File: config.mk
export PLATFORM = sky130hd
export DESIGN_NAME = mub_top
export DESIGN_NICKNAME = d
export VERILOG_FILES = /design/src/mub_pkg.sv /design/src/mub_baud_gen.sv /design/src/mub_top.sv
export VERILOG_INCLUDE_DIRS = /design/src
export SDC_FILE = /design/constraint.sdc
export NUM_CORES = 1
export LEC_CHECK = 0
export ABC_AREA = 1
export BUFFER_PORTS_ARGS = -buffer_cell sky130_fd_sc_hd__buf_2
export CORE_MARGIN = 2
export CORE_UTILIZATION = 40
export CTS_CLUSTER_DIAMETER = 200
export DETAILED_ROUTE_END_ITERATION = 10
export PLACE_DENSITY = 0.55
export SYNTH_ARGS = -nofsm -noshare
export SYNTH_HDL_FRONTEND = slang
export SYNTH_SLANG_ARGS = --single-unit
File: constraint.sdc
create_clock -name clk_i -period 3.67 [get_ports clk_i]
set_clock_uncertainty 0.05 [all_clocks]
set_input_delay 0.5505 -clock clk_i [delete_from_list [all_inputs] [get_ports clk_i]]
set_output_delay 0.5505 -clock clk_i [all_outputs]
set_load 0.02 [all_outputs]
File: src/mub_cfg.svh
// Constants of the multi-port baud generator: offsets, fields, resets, timing.
// Assumes a 25 MHz system clock and a byte-addressed classic Wishbone slave.
`ifndef MUB_CFG_SVH
`define MUB_CFG_SVH

// ----------------------------------------------------------------------------
// Sizes
// ----------------------------------------------------------------------------
`define MUB_NPORTS        8
`define MUB_PORT_REGS     8
`define MUB_ADR_W         9

// ----------------------------------------------------------------------------
// Timing: crystal rate synthesised from the system clock by a phase accumulator
// ----------------------------------------------------------------------------
`define MUB_CLK_HZ        25000000
`define MUB_XTAL_HZ       14745600
`define MUB_NCO_STEP      (`MUB_XTAL_HZ / 100)
`define MUB_NCO_MOD       (`MUB_CLK_HZ / 100)

// ----------------------------------------------------------------------------
// Address map: bit 8 selects the global block, bits 7:5 port, bits 4:2 index
// ----------------------------------------------------------------------------
`define MUB_GLOBAL_BIT    8
`define MUB_IDX_DIV_LO    3'h0
`define MUB_IDX_DIV_HI    3'h1
`define MUB_IDX_SAMPLE    3'h2
`define MUB_IDX_PRESCALE  3'h3
`define MUB_IDX_STATUS    3'h4
`define MUB_IDX_ID        6'h00

// ----------------------------------------------------------------------------
// Fields
// ----------------------------------------------------------------------------
`define MUB_PWR_LSB       3
`define MUB_ADD_LSB       0
`define MUB_SAMPLE_MAX    4'hc
`define MUB_SAMPLE_BASE   5'h10
`define MUB_ST_TICK_BIT   0
`define MUB_ST_ACTIVE_BIT 1

// ----------------------------------------------------------------------------
// Reset values
// ----------------------------------------------------------------------------
`define MUB_RST_DIV_LO    8'h0c
`define MUB_RST_DIV_HI    8'h00
`define MUB_RST_SAMPLE    4'h0
`define MUB_RST_PWR       5'h01
`define MUB_RST_ADD       3'h0

// ----------------------------------------------------------------------------
// Identity codes (values arbitrary)
// ----------------------------------------------------------------------------
`define MUB_VENDOR_ID     16'h5a5a
`define MUB_DEV_ID_8P     16'h0801
`define MUB_DEV_ID_4P     16'h0401

`endif

File: src/mub_pkg.sv
// Types shared by the baud generator and its register front end.
// Assumes mub_cfg.svh is on the include path.
`include "mub_cfg.svh"

package mub_pkg;

  // Per-generator state
  typedef struct packed {
    logic [5:0]  pcnt;
    logic [15:0] dcnt;
    logic        strobe;
  } mub_gen_s;

  // Front end state: register file, bus answer, synchronisers, crystal phase
  typedef struct packed {
    logic [`MUB_NPORTS-1:0][7:0] div_lo;
    logic [`MUB_NPORTS-1:0][7:0] div_hi;
    logic [`MUB_NPORTS-1:0][3:0] sample;
    logic [`MUB_NPORTS-1:0][4:0] pwr;
    logic [`MUB_NPORTS-1:0][2:0] add;
    logic [`MUB_NPORTS-1:0]      tick_seen;
    logic [`MUB_NPORTS-1:0]      reload;
    logic                        ack;
    logic [31:0]                 dat;
    logic [17:0]                 phase;
    logic                        xtal_tick;
    logic                        ring_m;
    logic                        ring_s;
    logic                        l2_m;
    logic                        l2_s;
    logic                        wake;
  } mub_top_s;

endpackage

File: src/mub_baud_gen.sv
// One port's baud generator: prescale counter chained into a divide counter.
// Assumes xtal_tick_i is a one-cycle pulse at the crystal rate, same clock.
`timescale 1ns/1ps
`include "mub_cfg.svh"

module mub_baud_gen
  import mub_pkg::*;
(
  input  wire logic        clk_i,
  input  wire logic        rst_i,
  input  wire logic        xtal_tick_i,
  input  wire logic        reload_i,
  input  wire logic [15:0] div_i,
  input  wire logic [3:0]  sample_i,
  input  wire logic [4:0]  pwr_i,
  input  wire logic [2:0]  add_i,
  output logic             strobe_o,
  output logic             active_o
);

  mub_gen_s   s_ff;
  mub_gen_s   nxt_s;
  logic [4:0] samp_cnt;
  logic [5:0] base;
  logic [5:0] pre;

  // ----------------------------------------------------------------------------
  // Prescaler terms
  // ----------------------------------------------------------------------------
  // Sample count is sixteen less the setting
  assign samp_cnt = `MUB_SAMPLE_BASE - {1'b0, sample_i};
  assign base     = {1'b0, samp_cnt} + {3'h0, add_i};
  // Power one keeps the base, power two doubles it; anything else stalls
  assign pre      = (pwr_i == 5'h01) ? base :
                    (pwr_i == 5'h02) ? {base[4:0], 1'b0} : 6'h00;
  // A zero term would wrap the counters, so the generator just idles
  assign active_o = (pre != 6'h00) && (div_i != 16'h0000);

  // ----------------------------------------------------------------------------
  // Counters
  // ----------------------------------------------------------------------------
  // Strobe rate is crystal / (divisor * prescaler)
  always_comb
  begin
    nxt_s        = s_ff;
    nxt_s.strobe = 1'b0;
    if (reload_i || !active_o)
    begin
      nxt_s.pcnt = 6'h00;
      nxt_s.dcnt = 16'h0000;
    end
    else if (xtal_tick_i)
    begin
      if (s_ff.pcnt == pre - 6'h01)
      begin
        nxt_s.pcnt = 6'h00;
        if (s_ff.dcnt == div_i - 16'h0001)
        begin
          nxt_s.dcnt   = 16'h0000;
          nxt_s.strobe = 1'b1;
        end
        else
        begin
          nxt_s.dcnt = s_ff.dcnt + 16'h0001;
        end
      end
      else
      begin
        nxt_s.pcnt = s_ff.pcnt + 6'h01;
      end
    end
  end

  // State register
  always_ff @(posedge clk_i)
  begin
    if (rst_i)
      s_ff <= '0;
    else
      s_ff <= nxt_s;
  end

  assign strobe_o = s_ff.strobe;
endmodule

File: src/mub_top.sv
// Multi-port baud generator block with its Wishbone register front end.
// Assumes a classic Wishbone master on clk_i; ring and low-power pins are async.
`timescale 1ns/1ps
`include "mub_cfg.svh"

module mub_top
  import mub_pkg::*;
#(
  parameter bit FOUR_PORT_BUILD = 1'b0,
  parameter bit WAKE_FITTED     = 1'b1
)
(
  input  wire logic                   clk_i,
  input  wire logic                   rst_i,
  input  wire logic                   cyc_i,
  input  wire logic                   stb_i,
  input  wire logic                   we_i,
  input  wire logic [`MUB_ADR_W-1:0]  adr_i,
  input  wire logic [3:0]             sel_i,
  input  wire logic [31:0]            dat_i,
  output logic      [31:0]            dat_o,
  output logic                        ack_o,
  input  wire logic                   ring_a_i,
  input  wire logic                   host_l2_i,
  output logic                        wake_o,
  output logic      [`MUB_NPORTS-1:0] baud_tick_o
);

  mub_top_s               s_ff;
  mub_top_s               nxt_s;
  logic [`MUB_NPORTS-1:0] strobe;
  logic [`MUB_NPORTS-1:0] active;
  logic [`MUB_NPORTS-1:0] populated;
  logic                   req;
  logic                   glob;
  logic [2:0]             port;
  logic [2:0]             idx;
  logic [18:0]            phase_sum;

  // ----------------------------------------------------------------------------
  // Address decode
  // ----------------------------------------------------------------------------
  // One new request per access; the registered ack blocks a second take
  assign req  = cyc_i && stb_i && !s_ff.ack;
  assign glob = adr_i[`MUB_GLOBAL_BIT];
  assign port = adr_i[7:5];
  assign idx  = adr_i[4:2];

  // Channels D to G are absent in the small build and read as zero
  genvar gp;
  generate
    for (gp = 0; gp < `MUB_NPORTS; gp++)
    begin : g_port
      assign populated[gp] = !FOUR_PORT_BUILD || (gp < 3) || (gp == 7);

      mub_baud_gen u_gen (
        .clk_i       (clk_i),
        .rst_i       (rst_i),
        .xtal_tick_i (s_ff.xtal_tick),
        .reload_i    (s_ff.reload[gp]),
        .div_i       ({s_ff.div_hi[gp], s_ff.div_lo[gp]}),
        .sample_i    (s_ff.sample[gp]),
        .pwr_i       (s_ff.pwr[gp]),
        .add_i       (s_ff.add[gp]),
        .strobe_o    (strobe[gp]),
        .active_o    (active[gp])
      );
    end
  endgenerate

  // Crystal rate built from the system clock by a phase accumulator
  assign phase_sum = {1'b0, s_ff.phase} + 19'(`MUB_NCO_STEP);

  // ----------------------------------------------------------------------------
  // Next state
  // ----------------------------------------------------------------------------
  always_comb
  begin
    nxt_s        = s_ff;
    nxt_s.ack    = req;
    nxt_s.reload = '0;

    // Crystal tick: carry of the phase accumulator
    if (phase_sum >= 19'(`MUB_NCO_MOD))
    begin
      nxt_s.phase     = 18'(phase_sum - 19'(`MUB_NCO_MOD));
      nxt_s.xtal_tick = 1'b1;
    end
    else
    begin
      nxt_s.phase     = phase_sum[17:0];
      nxt_s.xtal_tick = 1'b0;
    end

    // Pin synchronisers; only the second stage is looked at
    nxt_s.ring_m = ring_a_i;
    nxt_s.ring_s = s_ff.ring_m;
    nxt_s.l2_m   = host_l2_i;
    nxt_s.l2_s   = s_ff.l2_m;
    nxt_s.wake   = WAKE_FITTED && s_ff.ring_s && s_ff.l2_s;

    // Register writes; byte lane 0 carries the 8-bit settings
    if (req && we_i && !glob && populated[port] && sel_i[0])
    begin
      case (idx)
        `MUB_IDX_DIV_LO:
        begin
          nxt_s.div_lo[port] = dat_i[7:0];
          nxt_s.reload[port] = 1'b1;
        end
        `MUB_IDX_DIV_HI:
        begin
          nxt_s.div_hi[port] = dat_i[7:0];
          nxt_s.reload[port] = 1'b1;
        end
        `MUB_IDX_SAMPLE:
        begin
          // Out-of-range settings clip so the sample count never drops below 4
          nxt_s.sample[port] = (dat_i[3:0] > `MUB_SAMPLE_MAX) ?
                               `MUB_SAMPLE_MAX : dat_i[3:0];
          nxt_s.reload[port] = 1'b1;
        end
        `MUB_IDX_PRESCALE:
        begin
          nxt_s.pwr[port]    = dat_i[`MUB_PWR_LSB +: 5];
          nxt_s.add[port]    = dat_i[`MUB_ADD_LSB +: 3];
          nxt_s.reload[port] = 1'b1;
        end
        `MUB_IDX_STATUS:
        begin
          if (dat_i[`MUB_ST_TICK_BIT])
            nxt_s.tick_seen[port] = 1'b0;
        end
        default:
        begin
          nxt_s.reload[port] = 1'b0;
        end
      endcase
    end

    // Sticky strobe flags; a new strobe beats a same-cycle clear
    nxt_s.tick_seen = nxt_s.tick_seen | strobe;

    // Read data captured with the ack
    if (req)
    begin
      nxt_s.dat = 32'h0000_0000;
      if (glob)
      begin
        if (adr_i[7:2] == `MUB_IDX_ID)
          nxt_s.dat = {FOUR_PORT_BUILD ? `MUB_DEV_ID_4P : `MUB_DEV_ID_8P,
                       `MUB_VENDOR_ID};
      end
      else if (populated[port])
      begin
        // Slots 5 to 7 stand for the remaining UART registers, read as zero
        case (idx)
          `MUB_IDX_DIV_LO:   nxt_s.dat[7:0] = s_ff.div_lo[port];
          `MUB_IDX_DIV_HI:   nxt_s.dat[7:0] = s_ff.div_hi[port];
          `MUB_IDX_SAMPLE:   nxt_s.dat[3:0] = s_ff.sample[port];
          `MUB_IDX_PRESCALE: nxt_s.dat[7:0] = {s_ff.pwr[port], s_ff.add[port]};
          `MUB_IDX_STATUS:   nxt_s.dat[1:0] = {active[port], s_ff.tick_seen[port]};
          default:           nxt_s.dat = 32'h0000_0000;
        endcase
      end
    end
  end

  // ----------------------------------------------------------------------------
  // State register
  // ----------------------------------------------------------------------------
  always_ff @(posedge clk_i)
  begin
    if (rst_i)
    begin
      s_ff        <= '0;
      s_ff.div_lo <= {`MUB_NPORTS{`MUB_RST_DIV_LO}};
      s_ff.div_hi <= {`MUB_NPORTS{`MUB_RST_DIV_HI}};
      s_ff.sample <= {`MUB_NPORTS{`MUB_RST_SAMPLE}};
      s_ff.pwr    <= {`MUB_NPORTS{`MUB_RST_PWR}};
      s_ff.add    <= {`MUB_NPORTS{`MUB_RST_ADD}};
    end
    else
    begin
      s_ff <= nxt_s;
    end
  end

  // Absent channels never tick, so nothing downstream of them moves
  assign baud_tick_o = strobe & populated;
  assign ack_o       = s_ff.ack;
  assign dat_o       = s_ff.dat;
  assign wake_o      = s_ff.wake;
endmodule

Word-level counts from Yosys, hierarchy flattened
Memory sizes are Yosys's and may differ from the RTL's.
Index checks and enable logic that the tools add are counted.
{ "classes": {"addsub": 50, "order_cmp": 4, "eq_ne": 36, "muxes": 82, "n_bitwise": 14, "reduce_logical": 82} }
{ "op_table": {"columns": ["operator", "n"], "rows": [
  ["$mux 16", 9],
  ["$mux 6", 24],
  ["$add 16x1->16 const B", 8],
  ["$bwmux 64", 2],
  ["$eq 16x16->1", 8],
  ["$reduce_bool 16->1", 8],
  ["$sub 16x1->16 const B", 8],
  ["$mux 8", 7],
  ["$add 5x3->6", 8],
  ["$add 6x1->6 const B", 8],
  ["$bmux 8 s3", 2],
  ["$eq 6x6->1", 8],
  ["$reduce_bool 6->1", 8],
  ["$sub 6x1->6 const B", 8],
  ["$bwmux 40", 1],
  ["$eq 5x1->1 const B", 8],
  ["$eq 5x2->1 const B", 8],
  ["$sub 5x4->5 const A", 8],
  ["$reduce_or 4->1", 9],
  ["$bwmux 32", 1],
  ["$mux 32", 1],
  ["$mux 28", 1],
  ["$bwmux 24", 1],
  ["$demux 8 s3", 1],
  ["37 further kinds", 113]
]} }
{ "totals": {"ff_bits": 481, "mem_bits_ro": 8, "wordCells": 344, "mem_count": 1} }
{ "memory_table": {"columns": ["memory", "words", "word_bits", "read_ports", "rd_clocked_by_memory_dff", "wr", "line", "rtl"], "rows": [
  ["(name not given)", 8, 1, 1, 0, 0, "mub_top.sv:154", "else if (populated[port])"]
]} }

Logic depth before layout (Yosys ltp)
Gate-level depths: netlist of run 1.
{ "depth": {"ltp_word": 11, "mapped_depth": 24, "mapped_depth_nobuf": 24} }

Cells and area by module
A second synthesis of run 1 with hierarchy kept.
{ "unflattened": {"cells_unflattened": 5572, "hier_area_um2": 34569.4} }
{ "by_module_without_submodules": {"columns": ["module", "instances", "cells_each", "area_each_um2", "seq_area_each_um2"], "rows": [
  ["mub_baud_gen at g_port[0].u_gen ...", 7, 459, 2727.6, 460.4],
  ["mub_top", 1, 1928, 12869.8, 5405.2],
  ["mub_baud_gen at g_port[3].u_gen", 1, 431, 2606.2, 460.4]
]} }

Worst setup path before layout of run 1
Ideal clock, no wire load.
{ "synth_path": {"path_type": "register to register", "start": "register s_ff[149] (netlist bit)", "end": "register g_port[3].u_gen.s_ff[6] (netlist bit)", "setup_ns": 0.121, "arrival_time_ns": 2.924, "path_slack_ns": 0.575, "path_stages_with_launch": 17, "path_buffers": 1, "period_less_slack_ns": 3.095, "path_cell_list": "dfxtp_1 > inv_1 > ha_1 > fa_1 > inv_1 > o22ai_1 > inv_1 > ha_1 > xor2_1 > o21ai_0 > a211oi_1 > nand2_1 > nor2_1 > nand4_2 > buf_2 > nand2_1 > a21oi_1"} }
{ "synth_between": {"elab_chain_cells": 9, "word_cells_on_any_way": 12, "classes_between": "add/sub: 3; eq/ne: 1; mux: 2; reduce/logical: 6"} }
{ "synth_lines": {"columns": ["item", "line", "rtl"], "rows": [
  ["start, declared", "mub_top.sv:29", "mub_top_s s_ff;"],
  ["start signal, assigned", "mub_top.sv:185", "s_ff <= nxt_s;"],
  ["$sub 5x4->5 (no line) (*)", null, null],
  ["$add 5x3->6 (*)", "mub_baud_gen.sv:32", "assign base = {1'b0, samp_cnt} + {3'h0, add_i};"],
  ["$mux 6", "mub_baud_gen.sv:35", "(pwr_i == 5'h02) ? {base[4:0], 1'b0} : 6'h00;"],
  ["$mux 6 (*)", "mub_baud_gen.sv:34", "assign pre = (pwr_i == 5'h01) ? base :"],
  ["parallel branches: the longest is 5 deep, another holds $sub 6x1->6", null, null],
  ["end signal, assigned", "mub_baud_gen.sv:80", "s_ff <= nxt_s;"],
  ["end, declared", "mub_baud_gen.sv:21", "mub_gen_s s_ff;"]
]} }
Every way passes the cells marked *.
A chain may end at the register's enable or synchronous reset.

Worst setup path after layout of run 1
{ "layout_path": {"start": "register s_ff[141] (netlist bit)", "end": "register g_port[1].u_gen.s_ff[2] (netlist bit)"} }
{ "layout_between": {"elab_chain_cells": 9, "word_cells_on_any_way": 12, "classes_between": "add/sub: 3; eq/ne: 1; mux: 2; reduce/logical: 6"} }
{ "layout_lines": {"columns": ["item", "line"], "rows": [
  ["$sub 5x4->5 (no line) (*)", null],
  ["$add 5x3->6 (*)", "mub_baud_gen.sv:32"],
  ["$mux 6", "mub_baud_gen.sv:35"],
  ["$mux 6 (*)", "mub_baud_gen.sv:34"],
  ["parallel branches: the longest is 5 deep, another holds $sub 6x1->6", null],
  ["end signal, assigned", "mub_baud_gen.sv:80"],
  ["end, declared", "mub_baud_gen.sv:21"]
]} }
Marked as above.

==> qor.json, run 1 <==
{
  "overall_fraction_of_global_route_tracks_in_use": 0.251,
  "clkSinkCount": 454,
  "timing_worst_slew_pin_value_ps": 866,
  "ys_types": 65,
  "syn_inst": 4755,
  "finish.cell_count_without_fillers": 5854,
  "crit_fanout": 11,
  "placedCellCount": 5744,
  "timing.slew.headroom": 0.423,
  "total_switching_power_mw": 3.38,
  "grt_first_pass_wirelength_mm": 163,
  "number_of_iterations_in_the_first_detailed_routing_pass": 6,
  "layout_worst_path_cycle_share": 0.958,
  "hp-class": "in -> reg",
  "grt_max_degree": 145,
  "final.min_clock_period_ps": 3520,
  "async_flop_share": 0,
  "num-nets-final": 4911,
  "cts.clk_slew.worst_paths_ps": 60,
  "floorplan.initialDensity": 0.402,
  "row_count": 103,
  "power_density_nw_per_um2": 355,
  "ir_worst_vdd_uv": 443,
  "die_area_um2": 81300,
  "detail_route.iter0.violations": 2671,
  "seqPwrFrac": 0.415,
  "overflow": 0,
  "timing.setup.critical_path_class": "reg -> reg",
  "cts_hold_repair.buffers": 0,
  "register_area_um2": 9090,
  "switching_share": 0.272,
  "synth_edf_count": 0,
  "post-route-drc-count": 0,
  "tritoncts_clock_tree": "yes",
  "start_kind": "flip-flop",
  "crit_path_start": "s_ff[141]",
  "syn-cell-area_um2": 31600,
  "wirelength_mm": 105,
  "routabilityCongestion": 0.974,
  "number_of_routed_nets_with_antenna_violations": 0,
  "rr_startpoint": "s_ff[141]",
  "area_growth_syn_to_layout_pct": 10.8,
  "crit_family": "adder cells",
  "clock_tree.root_cell": "sky130_fd_sc_hd__clkbuf_16",
  "max_stage_delay_ps": 550,
  "synth_sequential_area_ratio": 0.287,
  "power.leakage_nw": 14.4,
  "top_level_ports": 94,
  "synth_top_area_cell": "sky130_fd_sc_hd__dfxtp_1",
  "worstSkewPairLatency_ps": 660,
  "max_cap_violations": 0,
  "wire_per_inst_um": 17.9,
  "dp.final_hpwl_mm": 78.9,
  "cts-htree-levels": 2,
  "die_h_um": 285,
  "critPathCaptureType": "flip-flop",
  "leading_cell_types_in_the_layout_fill_and_taps_excluded": "sky130_fd_sc_hd__nand2_1, sky130_fd_sc_hd__inv_1, sky130_fd_sc_hd__dfxtp_1",
  "crit_path_cell_chain": "inv_2 -> ha_1 -> fa_1 -> nand2_1 -> nand2_1 -> inv_1 -> ha_1 -> xor2_1 -> o21ai_0 -> a211oi_1 -> nand3_1 -> nor2_4 -> nand3_2 -> buf_12 -> o21ai_1 -> nor2_1",
  "timing.critical_path.required_ps": 4130,
  "area_of_the_multi_input_gates_um2": 19200,
  "arrival_ps": 3980,
  "hold_path_startpoint": "ring_a_i",
  "number_of_antenna_violations_at_the_first_check_in_global_routing": 5,
  "critical_path_buf_inv_count": 3,
  "most_frequent_standard_cell_in_the_layout_excluding_fill_and_tap_cells": "sky130_fd_sc_hd__nand2_1",
  "postSynth.topFlopCell": "sky130_fd_sc_hd__dfxtp_1",
  "synth.avg_cell_area_um2": 6.65,
  "layout.filler_cells": 8198,
  "final_layout_size_suffix_gt1_frac": 0.0954,
  "synth_top_area_frac": 0.287,
  "status": "complete, no violations",
  "avgViaCountPerCell": 5.26,
  "grt_pass1_vias": 28200,
  "synth_warnings": 0,
  "route.vias.total": 30800,
  "achievable-frequency_mhz": 284,
  "std_cell_core_area_um2": 78600,
  "fin_max_slew_vios": 0,
  "cts_buffers": 56,
  "report.final.hold_viol_count": 0,
  "comb_power_share": 0.095,
  "synth_seq_cells": 454,
  "synth_top_cells_by_area": "sky130_fd_sc_hd__dfxtp_1, sky130_fd_sc_hd__nand2_1, sky130_fd_sc_hd__inv_1",
  "p_int_mw": 9.05,
  "crit_slowest_cell": "sky130_fd_sc_hd__fa_1",
  "cts.path.max_buffers": 3,
  "timing.final.setup_violations": 0,
  "hold_ws_ps": 69.7,
  "io_buffers": 46,
  "fp.dieW_um": 285,
  "clock_power_share": 0.490
}
per-layer routing:
metal / track usage / wire length [um] / vias to the layer above
met5: 0 / 29 / -
met4: 0.0813 / 3590 / 4
met3: 0.0343 / 6650 / 187
met2: 0.405 / 46600 / 901
met1: 0.345 / 47900 / 14100
li1: - / - / 15600
power groups by stage:
stage	Combinational, mW	Clock [mW]	Sequential (mW)
after floorplan	0.835	0	5.23
after global routing	1.31	6.40	5.17
final	1.18	6.10	5.16
after detailed placement	1.16	0	5.26
after CTS	1.17	6.21	5.16
after global placement	1.15	0	5.26
state kept, by name, summed over array words and instances (netlist names):
name                   cells
s_ff                     257
g_port.u_gen.strobe_o      8
ack_o                      1
dat_o                      9
wake_o                     1
nxt_s                      2
g_port.u_gen.s_ff        176
area by class of cell:
cell class                      count  share of cell area
Multi-Input combinational cell   3478               0.549
Sequential cell                   454               0.259
Clock inverter                     25              0.0109
Timing Repair Buffer              122              0.0258
Inverter                          645              0.0701
Tap cell                         1050              0.0375
Timing Repair inverter              2            0.000393
Antenna cell                        1           0.0000714
Clock buffer                       77              0.0471
final timing paths:
| kind | slack (ps) | cells after the start | endpoint |
|---|---|---|---|
| setup / recovery | 150 | 16 | g_port[1].u_gen.s_ff[2] |
| setup reg to reg | 150 | 16 | g_port[1].u_gen.s_ff[2] |
| hold / removal | 70 | 3 | nxt_s[3] |
| hold reg to reg | 350 | 2 | s_ff[3] |
cells by family (layout without fill, tap and decap cells):
kind of cell    after synthesis  count (layout)  share of synthesized area
compound gates              832             832                      0.146
xor+xnor                    346             346                     0.0972
fa+ha+maj                   100             100                     0.0415
buf+inv                     841             871                      0.110
flops                       454             454                      0.287
other cells                   1              19                   0.000119
simple gates               2181            2182                      0.317
metrics by stage:
step	util	cell area, um^2	TNS, ps	power (mW)	setup WS (ps)
2_1_floorplan	-	31700	0	6.07	575
3_3_place_gp	0.417	32800	0	6.42	206
3_5_place_dp	0.417	32800	0	6.43	189
4_1_cts	0.443	34900	0	12.5	155
5_1_grt	0.446	35000	-21.4	12.9	-11.2
6_report	0.446	35000	0	12.4	152
Yosys cell counts (all sizes together), types with 4 or more instances:
master	number
a21oi	382
inv	634
buf	96
nand3b	9
xor2	250
nor3b	8
nand4	110
a21boi	12
nand3	390
o211ai	18
and3	4
fa	8
dfxtp	454
o2111ai	9
nor4	52
clkinv	11
nand2	936
o22ai	75
clkbuf	100
nor2	513
a211oi	8
o41ai	18
o31ai	9
or2	24
nor3	131
o221ai	6
ha	92
o21ai	289
xnor2	96
what timing repair did:
action                                  4_1_cts  5_1_grt
endpoints found under the setup margin        0       72
resized for setup                             0       27
setup buffers                                 0        4
tightest hold or removal path: stages:
cell and delay (ps):
sky130_fd_sc_hd__buf_2 70, sky130_fd_sc_hd__inv_1 30, sky130_fd_sc_hd__nor2_1 60
Note: power is estimated with default switching activity, not from simulation.
==> run 2, diff against run 1 <==
Settings changed: CORE_UTILIZATION 40 to 64, PLACE_DENSITY 0.55 to 0.82.
==> qor.json, run 2 (synthesis results as in run 1) <==
{
  "grt_pass1_vias": {"value": 28800, "change": "+2.0%"},
  "timing.setup.critical_path_class": "reg -> reg",
  "arrival": {"value": 3930, "unit": "ps", "change": "-50 ps"},
  "row_count": {"value": 81, "change": "-21%"},
  "wire_per_inst": {"value": 17.6, "unit": "um", "change": "-1.5%"},
  "hold_ws": {"value": 103, "unit": "ps", "change": "+33.3 ps"},
  "cts_hold_repair.buffers": {"value": 0, "change": "unchanged"},
  "grt_first_pass_wirelength": {"value": 151, "unit": "mm", "change": "-7.1%"},
  "leading_cell_types_in_the_layout_fill_and_taps_excluded": "sky130_fd_sc_hd__nand2_1, sky130_fd_sc_hd__inv_1, sky130_fd_sc_hd__dfxtp_1",
  "die_area": {"value": 51200, "unit": "um^2", "change": "-37%"},
  "std_cell_core_area": {"value": 48800, "unit": "um^2", "change": "-38%"},
  "timing.final.setup_violations": {"value": 0, "change": "unchanged"},
  "overflow": {"value": 0, "change": "unchanged"},
  "fp.dieW": {"value": 226, "unit": "um", "change": "-21%"},
  "floorplan.initialDensity": {"value": 0.647, "change": "+0.245"},
  "timing.slew.headroom": {"value": 0.285, "change": "-0.138"},
  "num-nets-final": {"value": 4893, "change": "-0.37%"},
  "cts.clk_slew.worst_paths": {"value": 60, "unit": "ps", "change": "about the same"},
  "setup_slack": {"value": 209, "unit": "ps", "change": "+56.1 ps"},
  "top_level_ports": {"value": 94, "change": "unchanged"},
  "finish.cell_count_without_fillers": {"value": 5442, "change": "-7.0%"},
  "register_area": {"value": 9090, "unit": "um^2", "change": "unchanged"},
  "largest_register_ffs": {"value": 257, "change": "unchanged"},
  "detail_route.iter0.violations": {"value": 3129, "change": "+17%"},
  "io_buffers": {"value": 46, "change": "unchanged"},
  "largest_register": "s_ff",
  "tritoncts_clock_tree": "yes",
  "fin_max_slew_vios": {"value": 0, "change": "unchanged"},
  "wirelength": {"value": 95.9, "unit": "mm", "change": "-8.4%"},
  "hp-class": "in -> reg",
  "layout.core_utilization": {"value": 0.699, "change": "+0.253"},
  "placedCellCount": {"value": 5349, "change": "-6.9%"},
  "routabilityCongestion": {"value": 1.03, "change": "+5.9%"},
  "achievable-frequency": {"value": 289, "unit": "MHz", "change": "+1.6%"},
  "worstSkewPairLatency": {"value": 610, "unit": "ps", "change": "-50 ps"},
  "timing_worst_slew_pin_value": {"value": 1070, "unit": "ps", "change": "+204 ps"},
  "area_of_the_multi_input_gates": {"value": 19200, "unit": "um^2", "change": "-0.27%"},
  "cts.path.max_buffers": {"value": 3, "change": "unchanged"},
  "power.leakage": {"value": 14.2, "unit": "nW", "change": "-1.4%"},
  "die_h": {"value": 226, "unit": "um", "change": "-21%"},
  "layout_worst_path_cycle_share": {"value": 0.943, "change": "-0.0153"},
  "dp_worst_setup_slack": {"value": 96.1, "unit": "ps", "change": "-92.5 ps"},
  "grt_max_degree": {"value": 229, "change": "+58%"},
  "avgViaCountPerCell": {"value": 5.81, "change": "+10%"},
  "number_of_antenna_violations_at_the_first_check_in_global_routing": {"value": 4, "change": "-1"},
  "dp.final_hpwl": {"value": 70.5, "unit": "mm", "change": "-11%"},
  "power_density": {"value": 349, "unit": "nW/um^2", "change": "-1.8%"},
  "critPathCaptureType": "flip-flop",
  "crit_fanout": {"value": 12, "change": "+1"},
  "clock_tree.root_cell": "sky130_fd_sc_hd__clkbuf_16",
  "layout.filler_cells": {"value": 4241, "change": "-48%"},
  "clkSinkCount": {"value": 454, "change": "unchanged"},
  "start_kind": "flip-flop",
  "number_of_routed_nets_with_antenna_violations": {"value": 0, "change": "unchanged"},
  "number_of_iterations_in_the_first_detailed_routing_pass": {"value": 8, "change": "+2"},
  "cts-htree-levels": {"value": 2, "change": "unchanged"},
  "route.vias.total": {"value": 31600, "change": "+2.7%"},
  "most_frequent_standard_cell_in_the_layout_excluding_fill_and_tap_cells": "sky130_fd_sc_hd__nand2_1",
  "post-route-drc-count": {"value": 0, "change": "unchanged"},
  "ir_worst_vdd": {"value": 524, "unit": "uV", "change": "+18%"},
  "final.min_clock_period": {"value": 3460, "unit": "ps", "change": "-56.1 ps"},
  "area_growth_syn_to_layout_pct": 7.91,
  "cts_buffers": {"value": 50, "change": "-11%"},
  "report.final.hold_viol_count": {"value": 0, "change": "unchanged"},
  "final_layout_size_suffix_gt1_frac": {"value": 0.0888, "change": "-0.00658"},
  "status": "complete, no violations",
  "max_cap_violations": {"value": 0, "change": "unchanged"},
  "overall_fraction_of_global_route_tracks_in_use": {"value": 0.371, "change": "+0.120"},
  "timing.critical_path.required": {"value": 4140, "unit": "ps", "change": "about the same"}
}
run 2: power breakdown:
| part | switching [mW] | total (mW) | internal, mW |
|---|---|---|---|
| logic | 0.833 | 1.13 | 0.297 |
| clock network | 2.14 | 5.59 | 3.45 |
| registers | 0.130 | 5.18 | 5.05 |
run 2: cell type report:
cell class	count	share of cell area
clock buffers	73	0.0440
inverters	645	0.0716
multi-input cells	3477	0.562
clock inverters	14	0.00883
well taps	664	0.0243
flip-flops and latches	454	0.266
diodes	2	0.000147
repair buffers	113	0.0229
run 2: worst paths after layout:
| check | depth (start not counted) | startpoint | to | slack, ps |
|---|---|---|---|---|
| setup reg to reg | 17 | s_ff[150] | g_port[3].u_gen.s_ff[8] | 210 |
| setup / recovery | 17 | s_ff[150] | g_port[3].u_gen.s_ff[8] | 210 |
| hold reg to reg | 2 | nxt_s[1] | s_ff[1] | 360 |
| hold / removal | 3 | ring_a_i | nxt_s[3] | 100 |
run 2: repair_timing:
item,CTS,global route
endpoints found under the setup margin,0,74
buffers inserted,0,4
gates resized for setup,0,15
run 2: critical path, stage by stage (launching register included):
cell                       delay, ps
sky130_fd_sc_hd__dfxtp_1         350
sky130_fd_sc_hd__inv_1            90
sky130_fd_sc_hd__ha_1            320
sky130_fd_sc_hd__fa_1            530
sky130_fd_sc_hd__inv_1            50
sky130_fd_sc_hd__o22ai_2         140
sky130_fd_sc_hd__inv_1           100
sky130_fd_sc_hd__ha_1            300
sky130_fd_sc_hd__xor2_1          140
sky130_fd_sc_hd__o21ai_0          90
sky130_fd_sc_hd__a211oi_1        240
sky130_fd_sc_hd__nand2_1         100
sky130_fd_sc_hd__nor2_2          180
sky130_fd_sc_hd__nand3_2         170
sky130_fd_sc_hd__clkinv_2        160
sky130_fd_sc_hd__buf_12          140
sky130_fd_sc_hd__nand3_1          60
sky130_fd_sc_hd__a21oi_1         150
run 2: layer usage:
layer / vias to the layer above / part of all wire / global-route usage
met1: 14300 / 0.42 / 0.483
met2: 1458 / 0.43 / 0.589
met3: 365 / 0.095 / 0.0715
li1: 15500 / - / -
met4: 4 / 0.058 / 0.181
met5: - / 0.00021 / 0
run 2: through the flow:
step / total power [mW] / setup TNS (ps) / area, um^2
floorplan: 6.07 / 0 / 31700
global placement: 6.35 / 0 / 32200
detailed placement: 6.37 / 0 / 32200
CTS: 11.9 / 0 / 34000
global route: 12.2 / -15.5 / 34100
finish: 11.9 / 0 / 34100
